<file path="src/sgf_cfg.svh">
// constants of the setup-frame address filter
`ifndef SGF_CFG_SVH
`define SGF_CFG_SVH
`define SGF_OWN_BIT      31
`define SGF_ERRSUM_BIT   15
`define SGF_SETERR_BIT   13
`define SGF_IC_BIT       24
`define SGF_HASH_BIT     25
`define SGF_INV_BIT      26
`define SGF_DT_HI        29
`define SGF_DT_LO        28
`define SGF_DT_SETUP     2'h2
`define SGF_BS_HI        30
`define SGF_BS_LO        16
`define SGF_BS_SETUP     15'h0080
`define SGF_PA_HI        29
`define SGF_PA_LO        1
`define SGF_BUF_WORDS    6'h20
`define SGF_PHYS_LO_IDX  5'h10
`define SGF_PHYS_HI_IDX  5'h11
`define SGF_CRC_INIT     32'hFFFF_FFFF
`define SGF_CRC_POLY     32'h04C1_1DB7
`define SGF_OFF_CTRL     4'h0
`define SGF_OFF_STAT     4'h4
`define SGF_CTRL_TXRUN   0
`define SGF_CTRL_PROMISC 1
`define SGF_CTRL_ALLMC   2
`define SGF_STAT_TI      0
`define SGF_STAT_BUSY    1
`define SGF_STAT_HASH    2
`define SGF_STAT_INV     3
`define SGF_STAT_SERR    4
`endif

</file>
<file path="src/sgf_pkg.sv">
// types shared by the setup-frame address filter
package sgf_pkg;
  // setup sequencer, gray along idle-wait-load-done
  typedef enum logic [1:0] {
    SGF_IDLE = 2'h0,
    SGF_WAIT = 2'h1,
    SGF_LOAD = 2'h3,
    SGF_DONE = 2'h2
  } sgf_state_t;
  // the four setup descriptor words
  typedef struct packed {
    logic [31:0] setup_desc_word3;
    logic [31:0] setup_desc_word2;
    logic [31:0] setup_desc_word1;
    logic [31:0] setup_desc_word0;
  } sgf_desc_t;
endpackage
</file>
<file path="src/sgf_filter_top.sv">
// setup-frame loader, filter table and destination filter
//
// Functional notes
// RL1 - perfect mode: sixteen 48-bit addresses compared
// RL2 - imperfect mode: 512-bit hash plus one address
// RL3 - host queues setup before reception starts
// RL4 - cleared table accepts only all-zero destination
// RL5 - setup waits for tx running, idle queue, rx
// RL6 - receiver disconnected while setup is loaded
// RL7 - wrong size sets setup and summary errors
// RL8 - ownership bit cleared when setup completes
// RL9 - completion flag raises transmit interrupt flag
// RL10 - descriptor bit picks hash or exact table
// RL11 - inverse filtering only exact, no promisc/allmulti
// RL12 - host sets type two and size 128
// RL13 - host gives word-aligned buffer pointer
// RL14 - host always supplies all sixteen addresses
// RL15 - lowest bit of first byte marks multicast
// RL16 - multicast: crc top nine bits index table
// RL17 - imperfect physical frames need stored address
// RL18 - index n: bit n%32 of word n/32
// RL19 - crc starts ones, 48 bits lsb first
// RL20 - setup frame never transmitted nor looped back
// RL21 - imperfect physical address follows hash words
`timescale 1ns/1ps
module sgf_filter_top
  import sgf_pkg::*;
#(
  parameter int ENTRIES = 16
)(
  // clock and reset
  input  wire logic        sys_clk,
  input  wire logic        sys_rst,
  // ahb-lite slave
  input  wire logic        hsel,
  input  wire logic [31:0] haddr,
  input  wire logic [1:0]  htrans,
  input  wire logic        hwrite,
  input  wire logic [2:0]  hsize,
  input  wire logic [31:0] hwdata,
  input  wire logic        hready,
  output logic      [31:0] hrdata,
  output logic             hreadyout,
  output logic             hresp,
  // setup descriptor from the transmit list
  input  wire logic        descValid,
  input  wire sgf_desc_t   descIn,
  input  wire logic        txQueueEmpty,
  output logic             descTaken,
  output logic             descWbValid,
  output logic      [31:0] descWbWord0,
  // setup buffer words
  output logic      [28:0] bufPhysPointer,
  input  wire logic        bufValid,
  input  wire logic [31:0] bufData,
  output logic             bufReady,
  // receive side
  input  wire logic        rxBusy,
  input  wire logic        rxAddrValid,
  input  wire logic [47:0] rxAddr,
  output logic             rxDisconnect,
  output logic             filterValid,
  output logic             filterAccept,
  // transmit interrupt status
  output logic             transmit_interrupt_flag
);
`include "sgf_cfg.svh"

  // register bus state
  logic        wrPend_q, wrPend_d;    // write data phase pending
  logic [3:0]  wrOff_q, wrOff_d;      // latched write offset
  logic [31:0] rdata_q, rdata_d;      // read data for data phase
  logic [2:0]  ctrl_q, ctrl_d;        // txrun, promisc, allmulti
  logic        ti_q, ti_d;            // sticky transmit interrupt
  logic        serr_q, serr_d;        // last setup had size error
  // sequencer state
  sgf_state_t  state_q, state_d;      // setup sequencer
  sgf_desc_t   desc_q, desc_d;        // held descriptor
  logic [5:0]  wcnt_q, wcnt_d;        // buffer words taken
  logic        hashMode_q, hashMode_d; // imperfect mode
  logic        inverse_q, inverse_d;  // inverse filtering
  // output flops
  logic        taken_q, taken_d;
  logic        wbValid_q, wbValid_d;
  logic [31:0] wbWord_q, wbWord_d;
  logic        fValid_q, fValid_d;
  logic        fAccept_q, fAccept_d;
  // table, 32 longwords as laid out in the setup buffer
  logic [31:0] tbl_q [0:31];
  logic [31:0] tbl_d [0:31];

  // derived
  logic [ENTRIES*48-1:0] entries;     // exact entries, packed
  logic        exactHit;              // destination in exact table
  logic [8:0]  hashIdx;               // hash table index
  logic        hashBit;               // selected hash bit
  logic [47:0] physAddr;              // imperfect station address
  logic        isMcast;               // destination is multicast
  logic        wrStart;               // write address phase
  logic        rdStart;               // read address phase
  logic        descOk;                // descriptor fit for setup
  logic        sizeOk;                // buffer size is 128
  logic        accept;                // combinational verdict
  logic        tiSet;                 // completion event

  // address i is word 2i (low four bytes) and low half of 2i+1 [RL1]
  for (genvar i = 0; i < ENTRIES; i++) begin : g_ent
    assign entries[i*48 +: 48] = {tbl_q[2*i+1][15:0], tbl_q[2*i]};
  end

  sgf_match #(
    .ENTRIES (ENTRIES)
  ) u_match (
    .dstAddr (rxAddr),
    .entries (entries),
    .hit     (exactHit)
  );

  sgf_hash_crc u_crc (
    .dstAddr (rxAddr),
    .hashIdx (hashIdx)
  );

  // index n picks bit n mod 32 of longword n / 32 [RL18]
  assign hashBit  = tbl_q[hashIdx[8:5]][hashIdx[4:0]];
  // station address sits after the sixteen hash words [RL21]
  assign physAddr = {tbl_q[`SGF_PHYS_HI_IDX][15:0],
                     tbl_q[`SGF_PHYS_LO_IDX]};
  assign isMcast  = rxAddr[0]; // [RL15]

  assign wrStart = hsel & hready & htrans[1] & hwrite;
  assign rdStart = hsel & hready & htrans[1] & ~hwrite;
  assign descOk  = descIn.setup_desc_word0[`SGF_OWN_BIT] &
                   (descIn.setup_desc_word1[`SGF_DT_HI:`SGF_DT_LO] ==
                    `SGF_DT_SETUP);
  assign sizeOk  = (desc_q.setup_desc_word2[`SGF_BS_HI:`SGF_BS_LO] ==
                    `SGF_BS_SETUP);

  // destination verdict from mode and control bits
  always_comb begin
    accept = 1'b0;
    if (ctrl_q[`SGF_CTRL_PROMISC]) begin
      accept = 1'b1;
    end else if (hashMode_q) begin
      // multicast by hash, physical by the single address
      if (isMcast) begin
        accept = ctrl_q[`SGF_CTRL_ALLMC] | hashBit; // [RL16] [RL2]
      end else begin
        accept = (rxAddr == physAddr); // [RL17]
      end
    end else if (isMcast && ctrl_q[`SGF_CTRL_ALLMC]) begin
      accept = 1'b1;
    end else if (inverse_q && !ctrl_q[`SGF_CTRL_ALLMC]) begin
      accept = ~exactHit; // [RL11]
    end else begin
      // zero table after reset matches only the all-zero address
      accept = exactHit; // [RL1] [RL4]
    end
  end

  // sequencer, descriptor and table next values
  always_comb begin
    state_d    = state_q;
    desc_d     = desc_q;
    wcnt_d     = wcnt_q;
    hashMode_d = hashMode_q;
    inverse_d  = inverse_q;
    serr_d     = serr_q;
    taken_d    = 1'b0;
    wbValid_d  = 1'b0;
    wbWord_d   = wbWord_q;
    tiSet      = 1'b0;
    for (int k = 0; k < 32; k++) begin
      tbl_d[k] = tbl_q[k];
    end
    case (state_q)
      SGF_IDLE: begin
        // accepted in any receive state [RL5]
        if (descValid && descOk) begin
          desc_d  = descIn;
          taken_d = 1'b1;
          state_d = SGF_WAIT;
        end
      end
      SGF_WAIT: begin
        // tx running, queue drained, no frame mid-reception [RL5]
        if (ctrl_q[`SGF_CTRL_TXRUN] && txQueueEmpty && !rxBusy) begin
          wcnt_d = 6'h00;
          if (sizeOk) begin
            hashMode_d = desc_q.setup_desc_word1[`SGF_HASH_BIT]; // [RL10]
            inverse_d  = desc_q.setup_desc_word1[`SGF_INV_BIT]; // [RL11]
            state_d    = SGF_LOAD;
          end else begin
            state_d = SGF_DONE;
          end
        end
      end
      SGF_LOAD: begin
        // buffer goes only into the table, never to the wire [RL20]
        if (bufValid) begin
          tbl_d[wcnt_q[4:0]] = bufData; // [RL2] [RL1]
          wcnt_d = wcnt_q + 6'h01;
          if (wcnt_q == `SGF_BUF_WORDS - 6'h01) begin
            state_d = SGF_DONE;
          end
        end
      end
      SGF_DONE: begin
        // hand the descriptor back, flag errors [RL8] [RL7]
        wbWord_d = desc_q.setup_desc_word0;
        wbWord_d[`SGF_OWN_BIT] = 1'b0; // [RL8]
        wbWord_d[`SGF_SETERR_BIT] = ~sizeOk; // [RL7]
        wbWord_d[`SGF_ERRSUM_BIT] = ~sizeOk; // [RL7]
        serr_d    = ~sizeOk;
        wbValid_d = 1'b1;
        tiSet     = desc_q.setup_desc_word1[`SGF_IC_BIT]; // [RL9]
        state_d   = SGF_IDLE;
      end
      default: begin
        state_d = SGF_IDLE;
      end
    endcase
  end

  // bus and receive-verdict next values
  always_comb begin
    // writes outside the two-register window are dropped
    wrPend_d  = wrStart & (haddr[31:4] == 28'h000_0000);
    wrOff_d   = wrStart ? haddr[3:0] : wrOff_q;
    rdata_d   = 32'h0000_0000;
    ctrl_d    = ctrl_q;
    ti_d      = ti_q;
    // reads answer in the data phase; unmapped offsets read zero
    if (rdStart && haddr[31:4] == 28'h000_0000) begin
      if (haddr[3:0] == `SGF_OFF_CTRL) begin
        rdata_d[2:0] = ctrl_q;
      end else if (haddr[3:0] == `SGF_OFF_STAT) begin
        rdata_d[`SGF_STAT_TI]   = ti_q;
        rdata_d[`SGF_STAT_BUSY] = (state_q != SGF_IDLE);
        rdata_d[`SGF_STAT_HASH] = hashMode_q;
        rdata_d[`SGF_STAT_INV]  = inverse_q;
        rdata_d[`SGF_STAT_SERR] = serr_q;
      end
    end
    if (wrPend_q && wrOff_q == `SGF_OFF_CTRL) begin
      ctrl_d = hwdata[2:0];
    end
    // write one clears, a same-cycle completion still sets
    if (wrPend_q && wrOff_q == `SGF_OFF_STAT && hwdata[`SGF_STAT_TI]) begin
      ti_d = 1'b0;
    end
    if (tiSet) begin
      ti_d = 1'b1; // [RL9]
    end
    // no verdict while disconnected for setup loading [RL6]
    fValid_d  = rxAddrValid && (state_q != SGF_LOAD);
    fAccept_d = rxAddrValid && (state_q != SGF_LOAD) && accept;
  end

  // registers; reset clears the whole table [RL4]
  always_ff @(posedge sys_clk) begin
    if (sys_rst) begin
      wrPend_q   <= 1'b0;
      wrOff_q    <= 4'h0;
      rdata_q    <= 32'h0000_0000;
      ctrl_q     <= 3'h0;
      ti_q       <= 1'b0;
      serr_q     <= 1'b0;
      state_q    <= SGF_IDLE;
      desc_q     <= '0;
      wcnt_q     <= 6'h00;
      hashMode_q <= 1'b0;
      inverse_q  <= 1'b0;
      taken_q    <= 1'b0;
      wbValid_q  <= 1'b0;
      wbWord_q   <= 32'h0000_0000;
      fValid_q   <= 1'b0;
      fAccept_q  <= 1'b0;
      for (int k = 0; k < 32; k++) begin
        tbl_q[k] <= 32'h0000_0000;
      end
    end else begin
      wrPend_q   <= wrPend_d;
      wrOff_q    <= wrOff_d;
      rdata_q    <= rdata_d;
      ctrl_q     <= ctrl_d;
      ti_q       <= ti_d;
      serr_q     <= serr_d;
      state_q    <= state_d;
      desc_q     <= desc_d;
      wcnt_q     <= wcnt_d;
      hashMode_q <= hashMode_d;
      inverse_q  <= inverse_d;
      taken_q    <= taken_d;
      wbValid_q  <= wbValid_d;
      wbWord_q   <= wbWord_d;
      fValid_q   <= fValid_d;
      fAccept_q  <= fAccept_d;
      for (int k = 0; k < 32; k++) begin
        tbl_q[k] <= tbl_d[k];
      end
    end
  end

  // small output flops whose values follow the next state and descriptor
  logic        rdy_q;       // buffer ready, high in load
  logic        disc_q;      // receiver disconnected
  logic [28:0] ptr_q;       // setup buffer pointer
  always_ff @(posedge sys_clk) begin
    if (sys_rst) begin
      rdy_q  <= 1'b0;
      disc_q <= 1'b0;
      ptr_q  <= 29'h0000_0000;
    end else begin
      rdy_q  <= (state_d == SGF_LOAD);
      disc_q <= (state_d == SGF_LOAD); // [RL6]
      ptr_q  <= desc_d.setup_desc_word3[`SGF_PA_HI:`SGF_PA_LO];
    end
  end

  assign hrdata                  = rdata_q;
  assign hreadyout               = 1'b1;
  assign hresp                   = 1'b0;
  assign descTaken               = taken_q;
  assign descWbValid             = wbValid_q;
  assign descWbWord0             = wbWord_q;
  assign bufPhysPointer          = ptr_q;
  assign bufReady                = rdy_q;
  assign rxDisconnect            = disc_q;
  assign filterValid             = fValid_q;
  assign filterAccept            = fAccept_q;
  assign transmit_interrupt_flag = ti_q;
endmodule // sgf_filter_top

</file>
<file path="src/sgf_hash_crc.sv">
// hash index from the ethernet crc of a destination address
`timescale 1ns/1ps
module sgf_hash_crc
  import sgf_pkg::*;
(
  // address, first byte in bits 7:0
  input  wire logic [47:0] dstAddr,
  // nine-bit table index
  output logic      [8:0]  hashIdx
);
`include "sgf_cfg.svh"
  // residue bit k of the shift model sits at crc[k-1]
  always_comb begin
    logic [31:0] crc;
    logic        mean;
    crc = `SGF_CRC_INIT; // [RL19]
    mean = 1'b0;
    // low 32 bits then high 16, lsb first, one bit per step
    for (int j = 0; j < 48; j++) begin // [RL19]
      mean = crc[31] ^ dstAddr[j];
      crc = {crc[30:0], 1'b0} ^ (mean ? `SGF_CRC_POLY : 32'h0000_0000);
    end
    // top nine residue bits, highest index first [RL16]
    for (int k = 0; k < 9; k++) begin
      hashIdx[8-k] = crc[23+k];
    end
  end
endmodule // sgf_hash_crc

</file>
<file path="src/sgf_match.sv">
// compares a destination against the sixteen exact entries
`timescale 1ns/1ps
module sgf_match
  import sgf_pkg::*;
#(
  parameter int ENTRIES = 16
)(
  // destination and stored entries
  input  wire logic [47:0]         dstAddr,
  input  wire logic [ENTRIES*48-1:0] entries,
  // any entry equal
  output logic                     hit
);
  logic [ENTRIES-1:0] eq; // per-entry equality

  // one comparator per entry [RL1]
  for (genvar i = 0; i < ENTRIES; i++) begin : g_cmp
    assign eq[i] = (entries[i*48 +: 48] == dstAddr);
  end
  assign hit = |eq;
endmodule // sgf_match

</file>
<file path="config.mk">
export PLATFORM = sky130hd
export DESIGN_NAME = sgf_filter_top
export DESIGN_NICKNAME = d
export VERILOG_FILES = /design/src/sgf_pkg.sv /design/src/sgf_filter_top.sv /design/src/sgf_hash_crc.sv /design/src/sgf_match.sv
export VERILOG_INCLUDE_DIRS = /design/src
export SDC_FILE = /design/constraint.sdc
export NUM_CORES = 2
export LEC_CHECK = 0
export ABC_AREA = 1
export BUFFER_PORTS_ARGS = -buffer_cell sky130_fd_sc_hd__buf_2
export CORE_MARGIN = 2
export CORE_UTILIZATION = 45
export CTS_BUF_LIST = sky130_fd_sc_hd__clkbuf_4 sky130_fd_sc_hd__clkbuf_8
export DETAILED_ROUTE_END_ITERATION = 8
export SYNTH_ARGS = -nofsm -noshare
export SYNTH_HDL_FRONTEND = slang
export SYNTH_HIERARCHICAL = 1
export SYNTH_SLANG_ARGS = --single-unit
</file>
<file path="constraint.sdc">
create_clock -name sys_clk -period 6.1 [get_ports sys_clk]
set_input_delay 0.915 -clock sys_clk [delete_from_list [all_inputs] [get_ports sys_clk]]
set_output_delay 0.915 -clock sys_clk [all_outputs]
set_load 0.01 [all_outputs]
</file>
After elaboration in Yosys (flattened, before gate mapping). Memories as Yosys holds them, arrays and structs flattened. Index checks and enable logic that the tools add are counted.

Bits in registers: 206. RAM bits: 1024. Input bits: 287. Output and inout bits: 102. Word-level logic and storage cells: 336. Memories: 1.

Memories: tbl_q (depth 32, width 32, rd ports 33, clocked after memory_dff 0, write ports 32, line sgf_filter_top.sv:89) `logic [31:0] tbl_q [0:31];`.

$add $sub $neg: 1. Magnitude comparators: 3. Equality and inequality tests: 29. Multiplexer cells: 111. Bitwise operators: 141. Reduce and logical (&&, ||, !) cells: 28.

Operator list (number): $mux W1024 (2); $xor A32 B32 Y32 (47); $mux W27 (48); $mux W32 (33); $bwmux W1024 (1); $eq A48 B48 Y1 (17); $demux W32 S5 (1); $xor A1 B1 Y1 (47); $or A1 B1 Y1 (33); $not A31 Y31 (1); $logic_not A28 Y1 (1); $reduce_or A16 Y1 (1); $eq A15 B8 Y1 const B (1); $mux W1 (15); $logic_and A1 B1 Y1 (12); $mux W6 (2); $pmux W6 S2 (1); $eq A2 B2 Y1 const B (4); $eq A4 B3 Y1 const B (2); $logic_not A4 Y1 (2); $mux W2 (4); $pmux W2 S4 (1); $add A6 B1 Y6 const B (1); $and A1 B1 Y1 (6); other kinds (18) (30).

Longest topological paths before layout. An unclocked memory read counts as a cell.

Word-level depth: 151. Depth in mapped cells: 54. Depth with buffers taken out: 50.

Hierarchy. The synthesis kept the hierarchy.

By module, submodules not included: sgf_filter_top (times used 1, cells an instance 5943, area an instance 41974.0 um2, sequential area each 20639.8 um2); sgf_match (times used 1, cells an instance 1828, area an instance 11013.1 um2, sequential area each 0.0 um2); sgf_hash_crc (times used 1, cells an instance 1301, area an instance 6471.2 um2, sequential area each 0.0 um2).

Least setup slack after synthesis. No wires, ideal clock.

Path kind: input-to-reg. From: in rxAddr[4]. To: reg fAccept_q, in the netlist filterAccept. Setup time: 0.066 ns. Arrival: 4.767 ns. Required time: 6.034 ns. Slack: 1.266 ns. Cell stages on the path: 52. Buffers on the path: 5. Cell sequence: buf_4 inv_4 nand2_1 nand2_1 nand2_1 nand2_2 buf_6 nand2_2 nand2_4 nand2_1 nand2_1 nand2_1 nand2_2 nand3_1 nand2_4 nand2_1 nand2_2 nand2_4 (+16 left out) buf_6 inv_6 buf_8 buf_4 nand2_1 nand3_1 nand3_1 nand3_1 nand3_1 nand3_1 nand2_1 nand2_1 nand3_1 nand3b_1 nand3_1 nand2_1 nand2_1 a21oi_2.

Elaborated cells between the ends (all ways): 137. Classes of those cells: eq/ne (17); mux (39); bitwise (78); reduce/logical (2); memory (1).

RTL lines: start: declaration (line sgf_filter_top.sv:60) `input wire logic [47:0] rxAddr,`; $xor A1 B1 Y1 * (line sgf_hash_crc.sv:20) `mean = crc[31] ^ dstAddr[j];`; $mux W27 * (line sgf_hash_crc.sv:21) `` crc = {crc[30:0], 1'b0} ^ (mean ? `SGF_CRC_POLY : 32'h0000_0000); ``; $xor A32 B32 Y32 * (6 in a row) (line sgf_hash_crc.sv:21); $xor A1 B1 Y1 / $xor A32 B32 Y32 (equally long branches) (line sgf_hash_crc.sv:20, sgf_hash_crc.sv:21); $mux W27 / $xor A32 B32 Y32 (equally long branches) (line sgf_hash_crc.sv:21); $xor A32 B32 Y32 * (6 in a row) (line sgf_hash_crc.sv:21); $xor A1 B1 Y1 / $xor A32 B32 Y32 (equally long branches) (line sgf_hash_crc.sv:20, sgf_hash_crc.sv:21); $mux W27 / $xor A32 B32 Y32 (equally long branches) (line sgf_hash_crc.sv:21); (+40 left out); named net hashIdx[5] (line sgf_filter_top.sv:95) `logic [8:0] hashIdx;`; $mem_v2 Z32 W32 *; $bmux W1 S5 * (line sgf_filter_top.sv:125) `assign hashBit = tbl_q[hashIdx[8:5]][hashIdx[4:0]];`; $mux W1 (implied by the code) * (line sgf_filter_top.sv:125); $or A1 B1 Y1 * (line sgf_filter_top.sv:147) `` accept = ctrl_q[`SGF_CTRL_ALLMC] | hashBit; ``; $mux W1 * (line sgf_filter_top.sv:146) `if (isMcast) begin`; $mux W1 * (line sgf_filter_top.sv:144) `end else if (hashMode_q) begin`; $mux W1 * (line sgf_filter_top.sv:142) `` if (ctrl_q[`SGF_CTRL_PROMISC]) begin ``; $logic_and A1 B1 Y1 * (line sgf_filter_top.sv:257) `fAccept_d = rxAddrValid && (state_q != SGF_LOAD) && accept;`; end signal: assignment (line sgf_filter_top.sv:298) `fAccept_q <= fAccept_d;`; end: declaration (line sgf_filter_top.sv:87) `logic fAccept_q, fAccept_d;`.

The timed path passes the listed nets; every way through them passes the cells marked *. The select of a mux whose other input is x is not followed. A chain may end at the register's enable or synchronous reset.

Worst setup path after layout.
From: in rxAddr[0]. To: reg fAccept_q, in the netlist filterAccept.

Elaborated cells between the ends (all ways): 149. Classes of those cells: eq/ne (17); mux (43); bitwise (85); reduce/logical (3); memory (1).

RTL lines (line): $mux W27 * (sgf_hash_crc.sv:21); $not A31 Y31 (no line); $xor A32 B32 Y32 * (5 in a row) (sgf_hash_crc.sv:21); $xor A1 B1 Y1 / $xor A32 B32 Y32 (equally long branches) (sgf_hash_crc.sv:20, sgf_hash_crc.sv:21); $mux W27 / $xor A32 B32 Y32 (equally long branches) (sgf_hash_crc.sv:21); $xor A32 B32 Y32 * (6 in a row) (sgf_hash_crc.sv:21); $xor A1 B1 Y1 / $xor A32 B32 Y32 (equally long branches) (sgf_hash_crc.sv:20, sgf_hash_crc.sv:21); $mux W27 / $xor A32 B32 Y32 (equally long branches) (sgf_hash_crc.sv:21); (+44 left out); named net hashIdx[5] (sgf_filter_top.sv:95); $mem_v2 Z32 W32 *; $bmux W1 S5 * (sgf_filter_top.sv:125); $mux W1 (implied by the code) * (sgf_filter_top.sv:125); $or A1 B1 Y1 * (sgf_filter_top.sv:147); $mux W1 * (sgf_filter_top.sv:146); $mux W1 * (sgf_filter_top.sv:144); $mux W1 * (sgf_filter_top.sv:142); $logic_and A1 B1 Y1 * (sgf_filter_top.sv:257).

Marks and branches as above.

==> flow_metrics.py <==
metrics = {
    "worst_setup_path": {
        "path_depth": 49,
        "r2r-start": "state_q[1]$_SDFF_PP0_",
        "crit_fanout": 32,
        "reg2reg_to": "tbl_q[17][7]$_SDFFE_PP0P_",
        "start_kind": "input pin",
        "critPathKind": "in2reg",
        "cp_top_family": "simple AND/OR/NAND/NOR gates",
        "cp_num_buf_inv": 9,
        "critPathCaptureType": "register",
        "regToRegSetupSlack_ns": 3.01,
        "crit_path_top_delay_cell": "buf_2",
        "slowest_delay_ns": 0.28,
        "reg2reg_depth": 7,
        "cp-startpoint": "rxAddr[0]",
        "cpMostUsedCell": "nand2_1",
        "crit_required_ns": 6.95,
        "crit_path_end": "filterAccept$_SDFF_PP0_",
        "arrival_ns": 6.44,
    },
    "floorplanning": {
        "die_h_um": 367,
        "core-area_mm2": 0.131,
        "dieWidth_um": 367,
        "rows": 133,
        "start_util_pct": 45.3,
        "pin_count": 389,
        "die_area_mm2": 0.135,
    },
    "global_route": {
        "gr-usage-met2_pct": 52.4,
        "grt_pass1_wl_um": 349000,
        "grt_max_degree": 193,
        "use_met3_pct": 5.53,
        "grt_use_met1_pct": 44.5,
        "grt-ovfl-total": 0,
        "grt_use_total_pct": 33.8,
        "antenna_found_initial": 10,
        "grt_pass1_vias": 55700,
        "busiest_layer": "met2",
    },
    "routing": {
        "wl_per_cell_um": 21.1,
        "drt-total-wl_um": 238000,
        "num_vias": 61000,
        "firstDrtPassIters": 6,
        "ant_nets": 0,
        "vias_per_cell": 5.43,
        "drc_errors": 0,
        "drtIter0Drc": 6699,
    },
    "status": {
        "outcome": "finished clean",
    },
    "cells_and_area": {
        "layout_commonest_cell": "nor2_1",
        "layout-drive-gt1-share_pct": 13.7,
        "final_cell_mix": "nor2_1 (2,109), nand2_1 (1,993), dfxtp_1 (1,031)",
        "post-route-cell-area_mm2": 0.0671,
        "fin_nets": 9629,
        "final_util_pct": 51.1,
        "area_growth_pct": 12.8,
    },
    "yosys": {
        "synth_seq_cells": 1031,
        "synth_warnings": 6,
        "ys_seq_area_share_pct": 34.7,
        "synth_area_mm2": 0.0595,
        "netlist.area_leader.share_pct": 34.7,
        "synth_cells": 9072,
        "ys_types": 52,
        "yosysTopAreaCell": "dfxtp_1",
        "avgSynthCellArea_um2": 6.55,
        "synth_area_leaders": "dfxtp_1 (35%), nor2_1 (13%), nand2_1 (13%), xnor2_1 (11%), o21ai_0 (8.0%)",
    },
    "placed_design": {
        "hpwl_um": 156000,
        "port_buffers": 276,
        "gp_congestion": 0.970,
        "dpl_cell_area_mm2": 0.0633,
    },
    "min_path": {
        "hold_class": "in2reg",
    },
    "timing": {
        "max_slew_margin_pct": 10.4,
        "fin_skew_ns": 0.0394,
        "maxSlewViolCount": 0,
        "hold_viol": 0,
        "setup_viol": 0,
        "tns_ns": 0,
        "fin_crit_sh_pct": 91.6,
        "max_freq_mhz": 179,
        "worst_pin_slew_ns": 1.34,
        "post-route-min-period_ns": 5.58,
        "hold-worst-slack_ns": 0.236,
        "rsz0062_at_grt": "no",
    },
    "clocking": {
        "cts_buffer_depth": 3,
        "ctsHtreeMaxLevel": 4,
        "cts.repair.resized": 0,
        "clock_sinks": 1031,
        "post_cts_buffers": 0,
        "cts_tree": "built",
        "ctsHoldBuffers": 0,
        "cts_inserted_buffers": 173,
        "clk_latency_ns": 0.92,
        "clockRootBuffer": "clkbuf_8",
        "clkTransAtPathRegs_ns": 0.06,
    },
    "run": {
        "maxCapViolCount": 0,
    },
}
-- tightest hold or removal path, cell delays in order --
cell,delay (ns)
buf_2,0.09
nor2_1,0.04
nor2_1,0.08
-- synth_stat cells, drive strengths merged --
master and count:
a311oi 1, a211oi 2, nand2 2149, conb 2
a41oi 1, xnor2 714, clkbuf 329, o22ai 10
xor2 69, o21a 1, nand3b 10, nand4 35
o21ai 950, nor2 2135, or4 1, nand3 782
or2 26, a21oi 105, nor4 12, a32o 1
buf 325, and2 1, ha 4, o2111ai 1
nor3b 1, nor3 15, a21o 1, dfxtp 1031
inv 355, a221oi 3
-- registers in the layout, indices dropped and copies added (netlist names) --
name	count
ctrl_q	3
descTaken	1
descWbValid	1
descWbWord0	30
desc_q	76
filterAccept	1
filterValid	1
hashMode_q	1
hrdata	5
inverse_q	1
rxDisconnect	1
state_q	2
tbl_q	896
transmit_interrupt_flag	1
wcnt_q	6
wrOff_q	4
wrPend_q	1
-- metrics by stage --
step / setup slack [ns] / instances
5_1_grt: 0.0631 / 11200
2_1_floorplan: 1.27 / 9100
4_1_cts: 0.704 / 11200
3_5_place_dp: -0.268 / 10900
6_report: 0.515 / 11200
3_3_place_gp: -0.244 / 10900
-- final cells by class --
class | instances | area (um2)
fill | 13200 | 64200
multi-input combinational | 7060 | 33900
sequential | 1031 | 20600
timing repair buffer | 717 | 5190
clock buffer | 281 | 3470
tap | 1755 | 2200
inverter | 355 | 1370
clock inverter | 24 | 259
antenna | 11 | 27.5
-- kinds of logic after synthesis --
| group | after synthesis | share of synthesized area (%) |
|---|---|---|
| AOI/OAI and AO/OA | 1076 | 9.15 |
| other | 2 | 0.0126 |
| adders and majority gates | 4 | 0.0842 |
| and+or+nand+nor | 5167 | 35.9 |
| xor gates and xnor gates | 783 | 11.7 |
| buffers and inverters | 1009 | 8.51 |
| DFF | 1031 | 34.7 |
-- routing by layer --
| layer | wire length (um) | vias up |
|---|---|---|
| li1 | - | 29000 |
| met1 | 97700 | 28400 |
| met2 | 103000 | 3011 |
| met3 | 22000 | 645 |
| met4 | 14400 | 6 |
| met5 | 29 | - |
-- worst min path at each step --
stage | start | endpoint | slack (ns) | depth (start not counted)
after global placement | desc_q[89]$_SDFFE_PP0P_ | desc_q[89]$_SDFFE_PP0P_ | 0.44 | 2
after CTS | haddr[3] | wrOff_q[3]$_SDFFE_PP0P_ | 0.16 | 3
after floorplan | desc_q[86]$_SDFFE_PP0P_ | desc_q[86]$_SDFFE_PP0P_ | 0.43 | 2
final | haddr[3] | wrOff_q[3]$_SDFFE_PP0P_ | 0.24 | 3
after detailed placement | desc_q[83]$_SDFFE_PP0P_ | desc_q[83]$_SDFFE_PP0P_ | 0.45 | 2
after global routing | descIn[9] | desc_q[9]$_SDFFE_PP0P_ | 0.20 | 3
Power is not shown: default switching activity piles up to over one toggle a cycle in this logic, so the estimate is an artifact.
